`config.mk`:
```
export PLATFORM = sky130hd
export DESIGN_NAME = sles_top
export DESIGN_NICKNAME = d
export VERILOG_FILES = /design/src/sles_pkg.sv /design/src/sles_lane.sv /design/src/sles_top.sv
export SDC_FILE = /design/constraint.sdc
export NUM_CORES = 1
export LEC_CHECK = 0
export ABC_AREA = 1
export BUFFER_PORTS_ARGS = -buffer_cell sky130_fd_sc_hd__buf_2
export CORE_UTILIZATION = 42
export CTS_CLUSTER_DIAMETER = 30
export CTS_CLUSTER_SIZE = 40
export DETAILED_ROUTE_END_ITERATION = 8
export PLACE_DENSITY_LB_ADDON = 0.3
export SYNTH_ARGS = -nofsm -noshare
export SYNTH_HDL_FRONTEND = slang
export SYNTH_SLANG_ARGS = --single-unit
```
`constraint.sdc`:
```
create_clock -name I_SYS_CLK -period 6.8 [get_ports I_SYS_CLK]
set_input_delay 0.68 -clock I_SYS_CLK [delete_from_list [all_inputs] [get_ports I_SYS_CLK]]
set_output_delay 0.68 -clock I_SYS_CLK [all_outputs]
set_load 0.01 [all_outputs]
```
`src/sles_pkg.sv`:
```
/*
  sles_pkg: constants shared by the lane status block and its lane leaf.
  Assumes a 32-bit APB slave at 100 MHz; every register is one aligned word
  and its byte address is four times its index.
*/
`default_nettype none
package sles_pkg;

  // lane range handled by this block
  localparam int unsigned LANE_FIRST = 4;
  localparam int unsigned LANE_COUNT = 3;

  // register indices; byte address is four times the index
  localparam logic [11:0] IDX_LANE4_FLAGS = 12'h04B4;
  localparam logic [11:0] IDX_LANE5_FLAGS = 12'h04B5;
  localparam logic [11:0] IDX_LANE6_FLAGS = 12'h04B6;
  localparam logic [11:0] IDX_IRQ_STATUS  = 12'h04C0;
  localparam logic [11:0] IDX_IRQ_MASK    = 12'h04C1;
  localparam logic [11:0] IDX_CONTROL     = 12'h04C2;
  localparam logic [11:0] IDX_LANE4_COUNT = 12'h04C4;
  localparam logic [11:0] IDX_LANE5_COUNT = 12'h04C5;
  localparam logic [11:0] IDX_LANE6_COUNT = 12'h04C6;

  // flag bit positions inside each lane flags register
  localparam int unsigned BIT_DISPARITY   = 7;
  localparam int unsigned BIT_INVALID_SYM = 6;
  localparam int unsigned BIT_UNEXP_CTRL  = 5;
  localparam int unsigned BIT_DESKEW      = 4;
  localparam int unsigned BIT_ALIGNMENT   = 3;
  localparam int unsigned BIT_CHECKSUM    = 2;
  localparam int unsigned BIT_FRAME_LOCK  = 1;
  localparam int unsigned BIT_SYMBOL_LOCK = 0;

  // control register: bit 0 clears every error counter (self clearing)
  localparam int unsigned BIT_CTRL_CLEAR  = 0;

  // irq status layout: [2:0] error flag rose on lane 4..6, [5:3] symbol lock lost
  localparam int unsigned IRQ_ERR_LSB     = 0;
  localparam int unsigned IRQ_LOCK_LSB    = 3;
  localparam int unsigned IRQ_WIDTH       = 6;

  // reset values
  localparam logic [7:0]  FLAGS_RESET     = 8'h00;
  localparam logic [7:0]  COUNT_RESET     = 8'h00;
  localparam logic [7:0]  COUNT_MAX       = 8'hFF;
  localparam logic [5:0]  IRQ_RESET       = 6'h00;
  localparam logic [31:0] RDATA_RESET     = 32'h0000_0000;

endpackage
`default_nettype wire

```
`src/sles_lane.sv`:
```
/*
  sles_lane: one receive lane's error counters and status flags.
  Assumes error strobes are one-cycle pulses and sync inputs are levels,
  all synchronous to i_clk.
*/
`timescale 1ns/1ps
`default_nettype none
module sles_lane
  import sles_pkg::*;
#(
  parameter int unsigned CNT_W = 8
) (
  input  wire logic             i_clk,
  input  wire logic             i_reset,
  input  wire logic             i_clk_en,
  input  wire logic             i_clear,
  input  wire logic [2:0]       i_err_event,
  input  wire logic [CNT_W-1:0] i_threshold,
  input  wire logic [4:0]       i_sync,
  output logic      [7:0]       o_flags,
  output logic      [3*CNT_W-1:0] o_counts,
  output logic                  o_err_rise,
  output logic                  o_lock_lost
);

  logic [CNT_W-1:0] cnt_r   [3];
  logic [CNT_W-1:0] cnt_nxt [3];
  logic [7:0]       flags_r;
  logic [7:0]       flags_nxt;
  logic             err_rise_r;
  logic             err_rise_nxt;
  logic             lock_lost_r;
  logic             lock_lost_nxt;

  // saturating counters, flags compared against the next count so they track it
  always_comb begin
    for (int k = 0; k < 3; k++) begin
      cnt_nxt[k] = cnt_r[k];
      if (i_clear) begin
        cnt_nxt[k] = '0;
      end else if (i_err_event[k] && (cnt_r[k] != {CNT_W{1'b1}})) begin
        cnt_nxt[k] = cnt_r[k] + 1'b1;
      end
    end
    flags_nxt                  = FLAGS_RESET;
    flags_nxt[BIT_DISPARITY]   = (cnt_nxt[0] >= i_threshold);
    flags_nxt[BIT_INVALID_SYM] = (cnt_nxt[1] >= i_threshold);
    flags_nxt[BIT_UNEXP_CTRL]  = (cnt_nxt[2] >= i_threshold);
    // sync levels are sampled every enabled cycle, so a lost lock drops the flag
    flags_nxt[BIT_DESKEW]      = i_sync[4];
    flags_nxt[BIT_ALIGNMENT]   = i_sync[3];
    flags_nxt[BIT_CHECKSUM]    = i_sync[2];
    flags_nxt[BIT_FRAME_LOCK]  = i_sync[1];
    flags_nxt[BIT_SYMBOL_LOCK] = i_sync[0];
    err_rise_nxt  = |(flags_nxt[7:5] & ~flags_r[7:5]);
    lock_lost_nxt = flags_r[BIT_SYMBOL_LOCK] & ~flags_nxt[BIT_SYMBOL_LOCK];
  end

  // state registers, frozen while the clock enable is low
  always_ff @(posedge i_clk or posedge i_reset) begin
    if (i_reset) begin
      for (int k = 0; k < 3; k++) begin
        cnt_r[k] <= '0;
      end
      flags_r     <= FLAGS_RESET;
      err_rise_r  <= 1'b0;
      lock_lost_r <= 1'b0;
    end else if (i_clk_en) begin
      for (int k = 0; k < 3; k++) begin
        cnt_r[k] <= cnt_nxt[k];
      end
      flags_r     <= flags_nxt;
      err_rise_r  <= err_rise_nxt;
      lock_lost_r <= lock_lost_nxt;
    end
  end

  assign o_flags     = flags_r;
  assign o_counts    = {cnt_r[2], cnt_r[1], cnt_r[0]};
  assign o_err_rise  = err_rise_r;
  assign o_lock_lost = lock_lost_r;

endmodule
`default_nettype wire

```
`src/sles_top.sv`:
```
/*
  sles_top: per-lane sync and error status for receive lanes 4 to 6, with an
  APB register slave and a maskable level interrupt.
  Assumes all inputs synchronous to I_SYS_CLK, APB master per AMBA APB,
  error threshold and skip option driven from configuration logic elsewhere.
*/
// The APB register port was left to the implementer.
// Contract
// - bit 7 set when lane disparity error count reaches the threshold.
// - bit 6 set when lane not-in-table symbol count reaches the threshold.
// - bit 5 set when lane unexpected control count reaches the threshold.
// - bit 4 shows inter-lane deskew achieved (1) or failed (0).
// - bit 3 shows initial lane alignment achieved (1) or lost (0).
// - bit 2 shows lane configuration checksum correct (1) or incorrect (0).
// - bit 1 shows frame sync achieved (1) or lost (0).
// - bit 0 shows code group sync achieved (1) or lost (0).
// - flags are read-only, reset to zero, one register per lane, consecutive.
`timescale 1ns/1ps
`default_nettype none
module sles_top
  import sles_pkg::*;
#(
  parameter int unsigned CNT_W = 8
) (
  input  wire logic             I_SYS_CLK,
  input  wire logic             I_RESET,
  input  wire logic             I_CLK_EN,
  // apb slave
  input  wire logic             I_PSEL,
  input  wire logic             I_PENABLE,
  input  wire logic             I_PWRITE,
  input  wire logic [15:0]      I_PADDR,
  input  wire logic [31:0]      I_PWDATA,
  output logic      [31:0]      O_PRDATA,
  output logic                  O_PREADY,
  output logic                  O_PSLVERR,
  // lane side: error strobes {unexp, invalid, disparity} per lane
  input  wire logic [8:0]       I_LANE_ERR_EVENT,
  // lane side: sync levels {deskew, align, checksum, frame, symbol} per lane
  input  wire logic [14:0]      I_LANE_SYNC,
  input  wire logic [CNT_W-1:0] I_ERROR_THRESHOLD,
  input  wire logic             I_SKIP_ALIGNMENT_SEQUENCE,
  output logic      [23:0]      O_LANE_FLAGS,
  output logic                  O_IRQ
);

  logic [7:0]         flags     [LANE_COUNT];
  logic [3*CNT_W-1:0] counts    [LANE_COUNT];
  logic [2:0]         err_rise;
  logic [2:0]         lock_lost;

  logic               clear_r;
  logic               clear_nxt;
  logic [5:0]         irq_status_r;
  logic [5:0]         irq_status_nxt;
  logic [5:0]         irq_mask_r;
  logic [5:0]         irq_mask_nxt;
  logic               irq_r;
  logic               irq_nxt;
  logic [31:0]        prdata_r;
  logic [31:0]        prdata_nxt;
  logic               pready_r;
  logic               pready_nxt;
  logic               pslverr_r;
  logic               pslverr_nxt;
  logic [23:0]        lane_flags_r;
  logic [23:0]        lane_flags_nxt;

  logic               setup;
  logic               wr_take;
  logic [11:0]        idx;
  logic               aligned;
  logic               hit_ro;
  logic               hit_rw;

  // one lane leaf per lane; counters cleared together from the control register
  for (genvar g = 0; g < LANE_COUNT; g++) begin : g_lane
    sles_lane #(
      .CNT_W (CNT_W)
    ) u_lane (
      .i_clk       (I_SYS_CLK),
      .i_reset     (I_RESET),
      .i_clk_en    (I_CLK_EN),
      .i_clear     (clear_r),
      .i_err_event (I_LANE_ERR_EVENT[3*g +: 3]),
      .i_threshold (I_ERROR_THRESHOLD),
      .i_sync      (I_LANE_SYNC[5*g +: 5]),
      .o_flags     (flags[g]),
      .o_counts    (counts[g]),
      .o_err_rise  (err_rise[g]),
      .o_lock_lost (lock_lost[g])
    );
  end

  // address decode; low two bits must be zero for a mapped word
  assign idx     = I_PADDR[13:2];
  assign aligned = (I_PADDR[1:0] == 2'b00) && (I_PADDR[15:14] == 2'b00);
  assign setup   = I_PSEL && !I_PENABLE;
  assign wr_take = I_PSEL && I_PENABLE && pready_r && I_PWRITE && !pslverr_r;

  // classify the addressed word: read-only flags and counts, or writable
  always_comb begin
    hit_ro = 1'b0;
    hit_rw = 1'b0;
    if (aligned) begin
      unique case (idx)
        IDX_LANE4_FLAGS, IDX_LANE5_FLAGS, IDX_LANE6_FLAGS,
        IDX_LANE4_COUNT, IDX_LANE5_COUNT, IDX_LANE6_COUNT: hit_ro = 1'b1;
        IDX_IRQ_STATUS, IDX_IRQ_MASK, IDX_CONTROL:         hit_rw = 1'b1;
        default: begin
          hit_ro = 1'b0;
          hit_rw = 1'b0;
        end
      endcase
    end
  end

  // bus answer: zero wait state, data and error latched in the setup cycle
  always_comb begin
    pready_nxt  = setup;
    pslverr_nxt = 1'b0;
    prdata_nxt  = prdata_r;
    if (setup) begin
      // unmapped or a write into a read-only word is refused with an error
      pslverr_nxt = !(hit_rw || (hit_ro && !I_PWRITE));
      prdata_nxt  = RDATA_RESET;
      if (!I_PWRITE && aligned) begin
        unique case (idx)
          IDX_LANE4_FLAGS: prdata_nxt[7:0] = flags[0];
          IDX_LANE5_FLAGS: prdata_nxt[7:0] = flags[1];
          IDX_LANE6_FLAGS: prdata_nxt[7:0] = flags[2];
          IDX_LANE4_COUNT: prdata_nxt[3*CNT_W-1:0] = counts[0];
          IDX_LANE5_COUNT: prdata_nxt[3*CNT_W-1:0] = counts[1];
          IDX_LANE6_COUNT: prdata_nxt[3*CNT_W-1:0] = counts[2];
          IDX_IRQ_STATUS:  prdata_nxt[IRQ_WIDTH-1:0] = irq_status_r;
          IDX_IRQ_MASK:    prdata_nxt[IRQ_WIDTH-1:0] = irq_mask_r;
          IDX_CONTROL:     prdata_nxt = RDATA_RESET; // clear bit reads zero
          default:         prdata_nxt = RDATA_RESET;
        endcase
      end
    end
  end

  // software writes: mask, counter clear pulse, write-one-to-clear status
  always_comb begin
    irq_mask_nxt   = irq_mask_r;
    clear_nxt      = 1'b0;
    irq_status_nxt = irq_status_r;
    if (wr_take && (idx == IDX_IRQ_MASK)) begin
      irq_mask_nxt = I_PWDATA[IRQ_WIDTH-1:0];
    end
    if (wr_take && (idx == IDX_CONTROL)) begin
      clear_nxt = I_PWDATA[BIT_CTRL_CLEAR];
    end
    if (wr_take && (idx == IDX_IRQ_STATUS)) begin
      irq_status_nxt = irq_status_r & ~I_PWDATA[IRQ_WIDTH-1:0];
    end
    // new events applied after the clear so a same-cycle event is kept
    irq_status_nxt[IRQ_ERR_LSB +: 3]  = irq_status_nxt[IRQ_ERR_LSB +: 3] | err_rise;
    irq_status_nxt[IRQ_LOCK_LSB +: 3] = irq_status_nxt[IRQ_LOCK_LSB +: 3] | lock_lost;
    irq_nxt = |(irq_status_nxt & irq_mask_nxt);
  end

  // flags mirrored to pins untouched; the skip option does not gate them,
  // software must itself discount the alignment-related bits then
  always_comb begin
    lane_flags_nxt = {flags[2], flags[1], flags[0]};
  end

  // registers; clock enable low freezes the bus answer as well
  always_ff @(posedge I_SYS_CLK or posedge I_RESET) begin
    if (I_RESET) begin
      clear_r      <= 1'b0;
      irq_status_r <= IRQ_RESET;
      irq_mask_r   <= IRQ_RESET;
      irq_r        <= 1'b0;
      prdata_r     <= RDATA_RESET;
      pready_r     <= 1'b0;
      pslverr_r    <= 1'b0;
      lane_flags_r <= '0;
    end else if (I_CLK_EN) begin
      clear_r      <= clear_nxt;
      irq_status_r <= irq_status_nxt;
      irq_mask_r   <= irq_mask_nxt;
      irq_r        <= irq_nxt;
      prdata_r     <= prdata_nxt;
      pready_r     <= pready_nxt;
      pslverr_r    <= pslverr_nxt;
      lane_flags_r <= lane_flags_nxt;
    end
  end

  assign O_PRDATA     = prdata_r;
  assign O_PREADY     = pready_r;
  assign O_PSLVERR    = pslverr_r;
  assign O_IRQ        = irq_r;
  assign O_LANE_FLAGS = lane_flags_r;

endmodule
`default_nettype wire

```
==> flow_summary_export.csv <==
group,metric,value,unit
status,outcome,"finished clean",
synth,synth_common_cells,"567 x nand2_1, 172 x inv_1, 166 x dfrtp_1",
sta,fin_skew,0.01195,ns
die,die_area,28090,um^2
synth,yosys.cell_count.top_type,"nand2_1",
finish,nets,1868,
sta,fmax,0.3232,GHz
sta,tns,0,ns
sta,tightest_slew,0.9497,ns
run,max_cap_violations,0,
worst_setup_path,start_kind,"register",
cts,clk_pin_slew,0.09,ns
cts,cts_tree,"yes",
cts,cts-root-buf,"clkbuf_16",
sta,finalSetupViolCount,0,
sta,rsz0062_at_grt,"false",
worst_setup_path,crit_path_cell_trace,"buf_4, inv_2, buf_4, nand3_1, inv_1, ha_1, a21oi_1, o21ai_0, nand2_1, o2111ai_1, nand2_1, o21ai_0",
synth,synth_cells,1618,
cts,insertion_delay,0.45,ns
die,start_util,0.4274,
cts,cts_hold_buf,0,
synth,ys.flop_type,"dfrtp_1",
place,preCtsSetupSlack,3.624,ns
worst_setup_path,r2r-start,"clear_r",
global_route,grt_pass1_vias,10270,
cts,cts_num_sinks,166,
detailed_routing,routedWlPerCell,15.64,um
finish,areaGrowthSynthToFinish,12.28,%
global_route,antenna_found_initial,0,
finish,ff_latch_area,4154,um^2
sta,drv_slew,0,
global_route,grt_max_degree,103,
synth,synth-seq-cells,166,
die,rows,60,
synth,netlist.area_leader.share,0.3606,
synth,ys_seq_area_frac,0.3606,
worst_setup_path,critPathSlowestCell,"buf_4",
detailed_routing,first_pass_iters,5,
power,peakVddDrop,0.1185,mV
die,die_h,167.6,um
synth,synth.area.top_cells,"dfrtp_1 36%, nand2_1 18%, ha_1 8.8%",
sta,hold_viol,0,
cts,post-cts-setup-buffers,0,
finish,multiInputGateArea,6407,um^2
worst_setup_path,reg2reg_depth,12,
detailed_routing,drt-total-wl,32.12,mm
die,pin_count,146,
global_route,grt.total_usage,0.2374,
sta,period_minus_slack,3.094,ns
finish,insertedDiodeCount,0,
cts,clk_path_buf_depth,2,
worst_setup_path,path_max_fanout,49,
die,die_x,167.6,um
sta,setup_ws,3.706,ns
die,core-area,26950,um^2
finish,fin_area,12930,um^2
place,dpl.hpwl,22.79,mm
place,routabilityCongestion,0.8827,
detailed_routing,drtIter0Drc,668,
cts,h-tree-depth,4,
worst_setup_path,cp.required,7.08,ns
sta,period_share,0.4550,
synth,synth-edff-count,0,
finish,drive_gt1_frac,0.1278,
detailed_routing,drc,0,
cts,cts_resized,0,
synth,synth.largest_area_cell,"dfrtp_1",
worst_setup_path,endpoint_kind,"register",
worst_setup_path,worstSetupPathType,"reg -> reg",
detailed_routing,vias_per_cell,5.259,
worst_setup_path,cpPeakStageDelay,0.53,ns
synth,synth_area_per_cell,7.120,um^2
worst_hold_path,hp-class,"in -> async",
synth,yosysWarnings,0,
global_route,grt-ovfl-total,0,
power,p_per_area,238.3,nW/um^2
worst_setup_path,reg2reg_to,"g_lane[2].u_lane.o_flags[5]",
cts,cts_buffers,17,
synth,synthDistinctLibCells,48,
detailed_routing,drtAntennaViolNets,0,
sta,slew_headroom,0.3669,
finish,fillers,2657,
place,place_area,12290,um^2
power,total_power,0.003083,W
worst_setup_path,arrival,3.37,ns
sta,whs,0.4167,ns
worst_setup_path,reg2reg_slack,3.71,ns
power,power.leakage,6.802,nW
detailed_routing,via_count,10800,
global_route,grt_pass1_wl,52.94,mm
synth,synth_area,11520,um^2
place,io_buffers,110,
synth,async_reset_ff_frac,1.000,
==> through the flow <==
step                  util  cells
CTS                 0.4799   2054
global placement    0.4561   2022
global route        0.4799   2054
finish              0.4799   2054
floorplan                -   1625
detailed placement  0.4561   2022
==> power breakdown <==
group	total, W	internal, W	leakage (nW)	switching [W]
clock network	0.00104	0.000512	0.306	0.000531
registers	0.00125	0.00112	2.15	0.000139
logic	0.000785	0.000286	4.35	0.000499
==> area by class of cell <==
type / instances / area share
Inverter: 188 / 0.05523
Timing Repair Buffer: 115 / 0.04566
Sequential cell: 166 / 0.3211
Multi-Input combinational cell: 1212 / 0.4954
Clock buffer: 17 / 0.03289
Tap cell: 341 / 0.03299
Clock inverter: 15 / 0.01673
==> state kept, by name, indices dropped and copies added, names as in the netlist <==
name                       cells
g_lane.u_lane.o_lock_lost      3
O_PRDATA                      24
O_PSLVERR                      1
O_IRQ                          1
g_lane.u_lane.o_err_rise       3
irq_status_r                   6
O_LANE_FLAGS                  24
irq_mask_r                     6
g_lane.u_lane.o_counts        72
clear_r                        1
O_PREADY                       1
g_lane.u_lane.o_flags         24
==> cells by family (layout without fill, tap and decap cells) <==
group / count (synthesis) / count (layout) / synth area share
and+or+nand+nor: 856 / 856 / 0.3217
other: 1 / 8 / 0.0003255
AOI/OAI and AO/OA: 231 / 231 / 0.1165
DFF: 166 / 166 / 0.3606
adders and majority gates: 81 / 81 / 0.08798
buffers and inverters: 247 / 335 / 0.08548
xor gates and xnor gates: 36 / 36 / 0.02737
==> per-layer routing <==
metal | up-vias | global-route usage | part of all wire
met5 | - | 0 | 0
met4 | 0 | 0.09653 | 0.031
met3 | 63 | 0.02978 | 0.057
met2 | 339 | 0.3955 | 0.46
met1 | 5002 | 0.3119 | 0.45
li1 | 5399 | - | -
==> cells in the final DEF, fill, tap and decap left out, types with 9 or more instances in the layout <==
cell / netlist / routed
nand3_1: 65 / 65
xnor2_1: 9 / 9
xor2_1: 27 / 27
inv_1: 172 / 170
o21ai_1: 9 / 9
inv_2: 15 / 15
nor2_1: 122 / 122
nor3_1: 20 / 20
a21oi_2: 10 / 10
nand2_1: 567 / 567
o22ai_1: 15 / 15
a21oi_1: 51 / 51
nand4_1: 35 / 35
clkbuf_16: 0 / 17
buf_2: 11 / 109
dfrtp_1: 166 / 166
ha_1: 81 / 81
o221ai_1: 16 / 16
o21ai_0: 108 / 108
==> worst max-delay path by stage <==
stage,start,endpoint,slack [ns],cells past startpoint
2_1_floorplan,I_RESET,O_IRQ,1.63,1
3_3_place_gp,I_CLK_EN,g_lane[0].u_lane.o_err_rise,3.61,6
3_5_place_dp,I_CLK_EN,g_lane[0].u_lane.o_err_rise,3.62,6
4_1_cts,clear_r,g_lane[2].u_lane.o_flags[5],3.75,12
5_1_grt,clear_r,g_lane[2].u_lane.o_flags[5],3.51,12
6_report,clear_r,g_lane[2].u_lane.o_flags[5],3.71,12
==> critical path: cells and delay by family (launching register included) <==
family	cells	cell delay, ns
AOI/OAI and AO/OA	4	0.65
and+or+nand+nor	3	0.38
DFF	1	0.33
buffers and inverters	4	1.27
adders and majority gates	1	0.29
No activity file was read; power rests on OpenSTA's default activity.
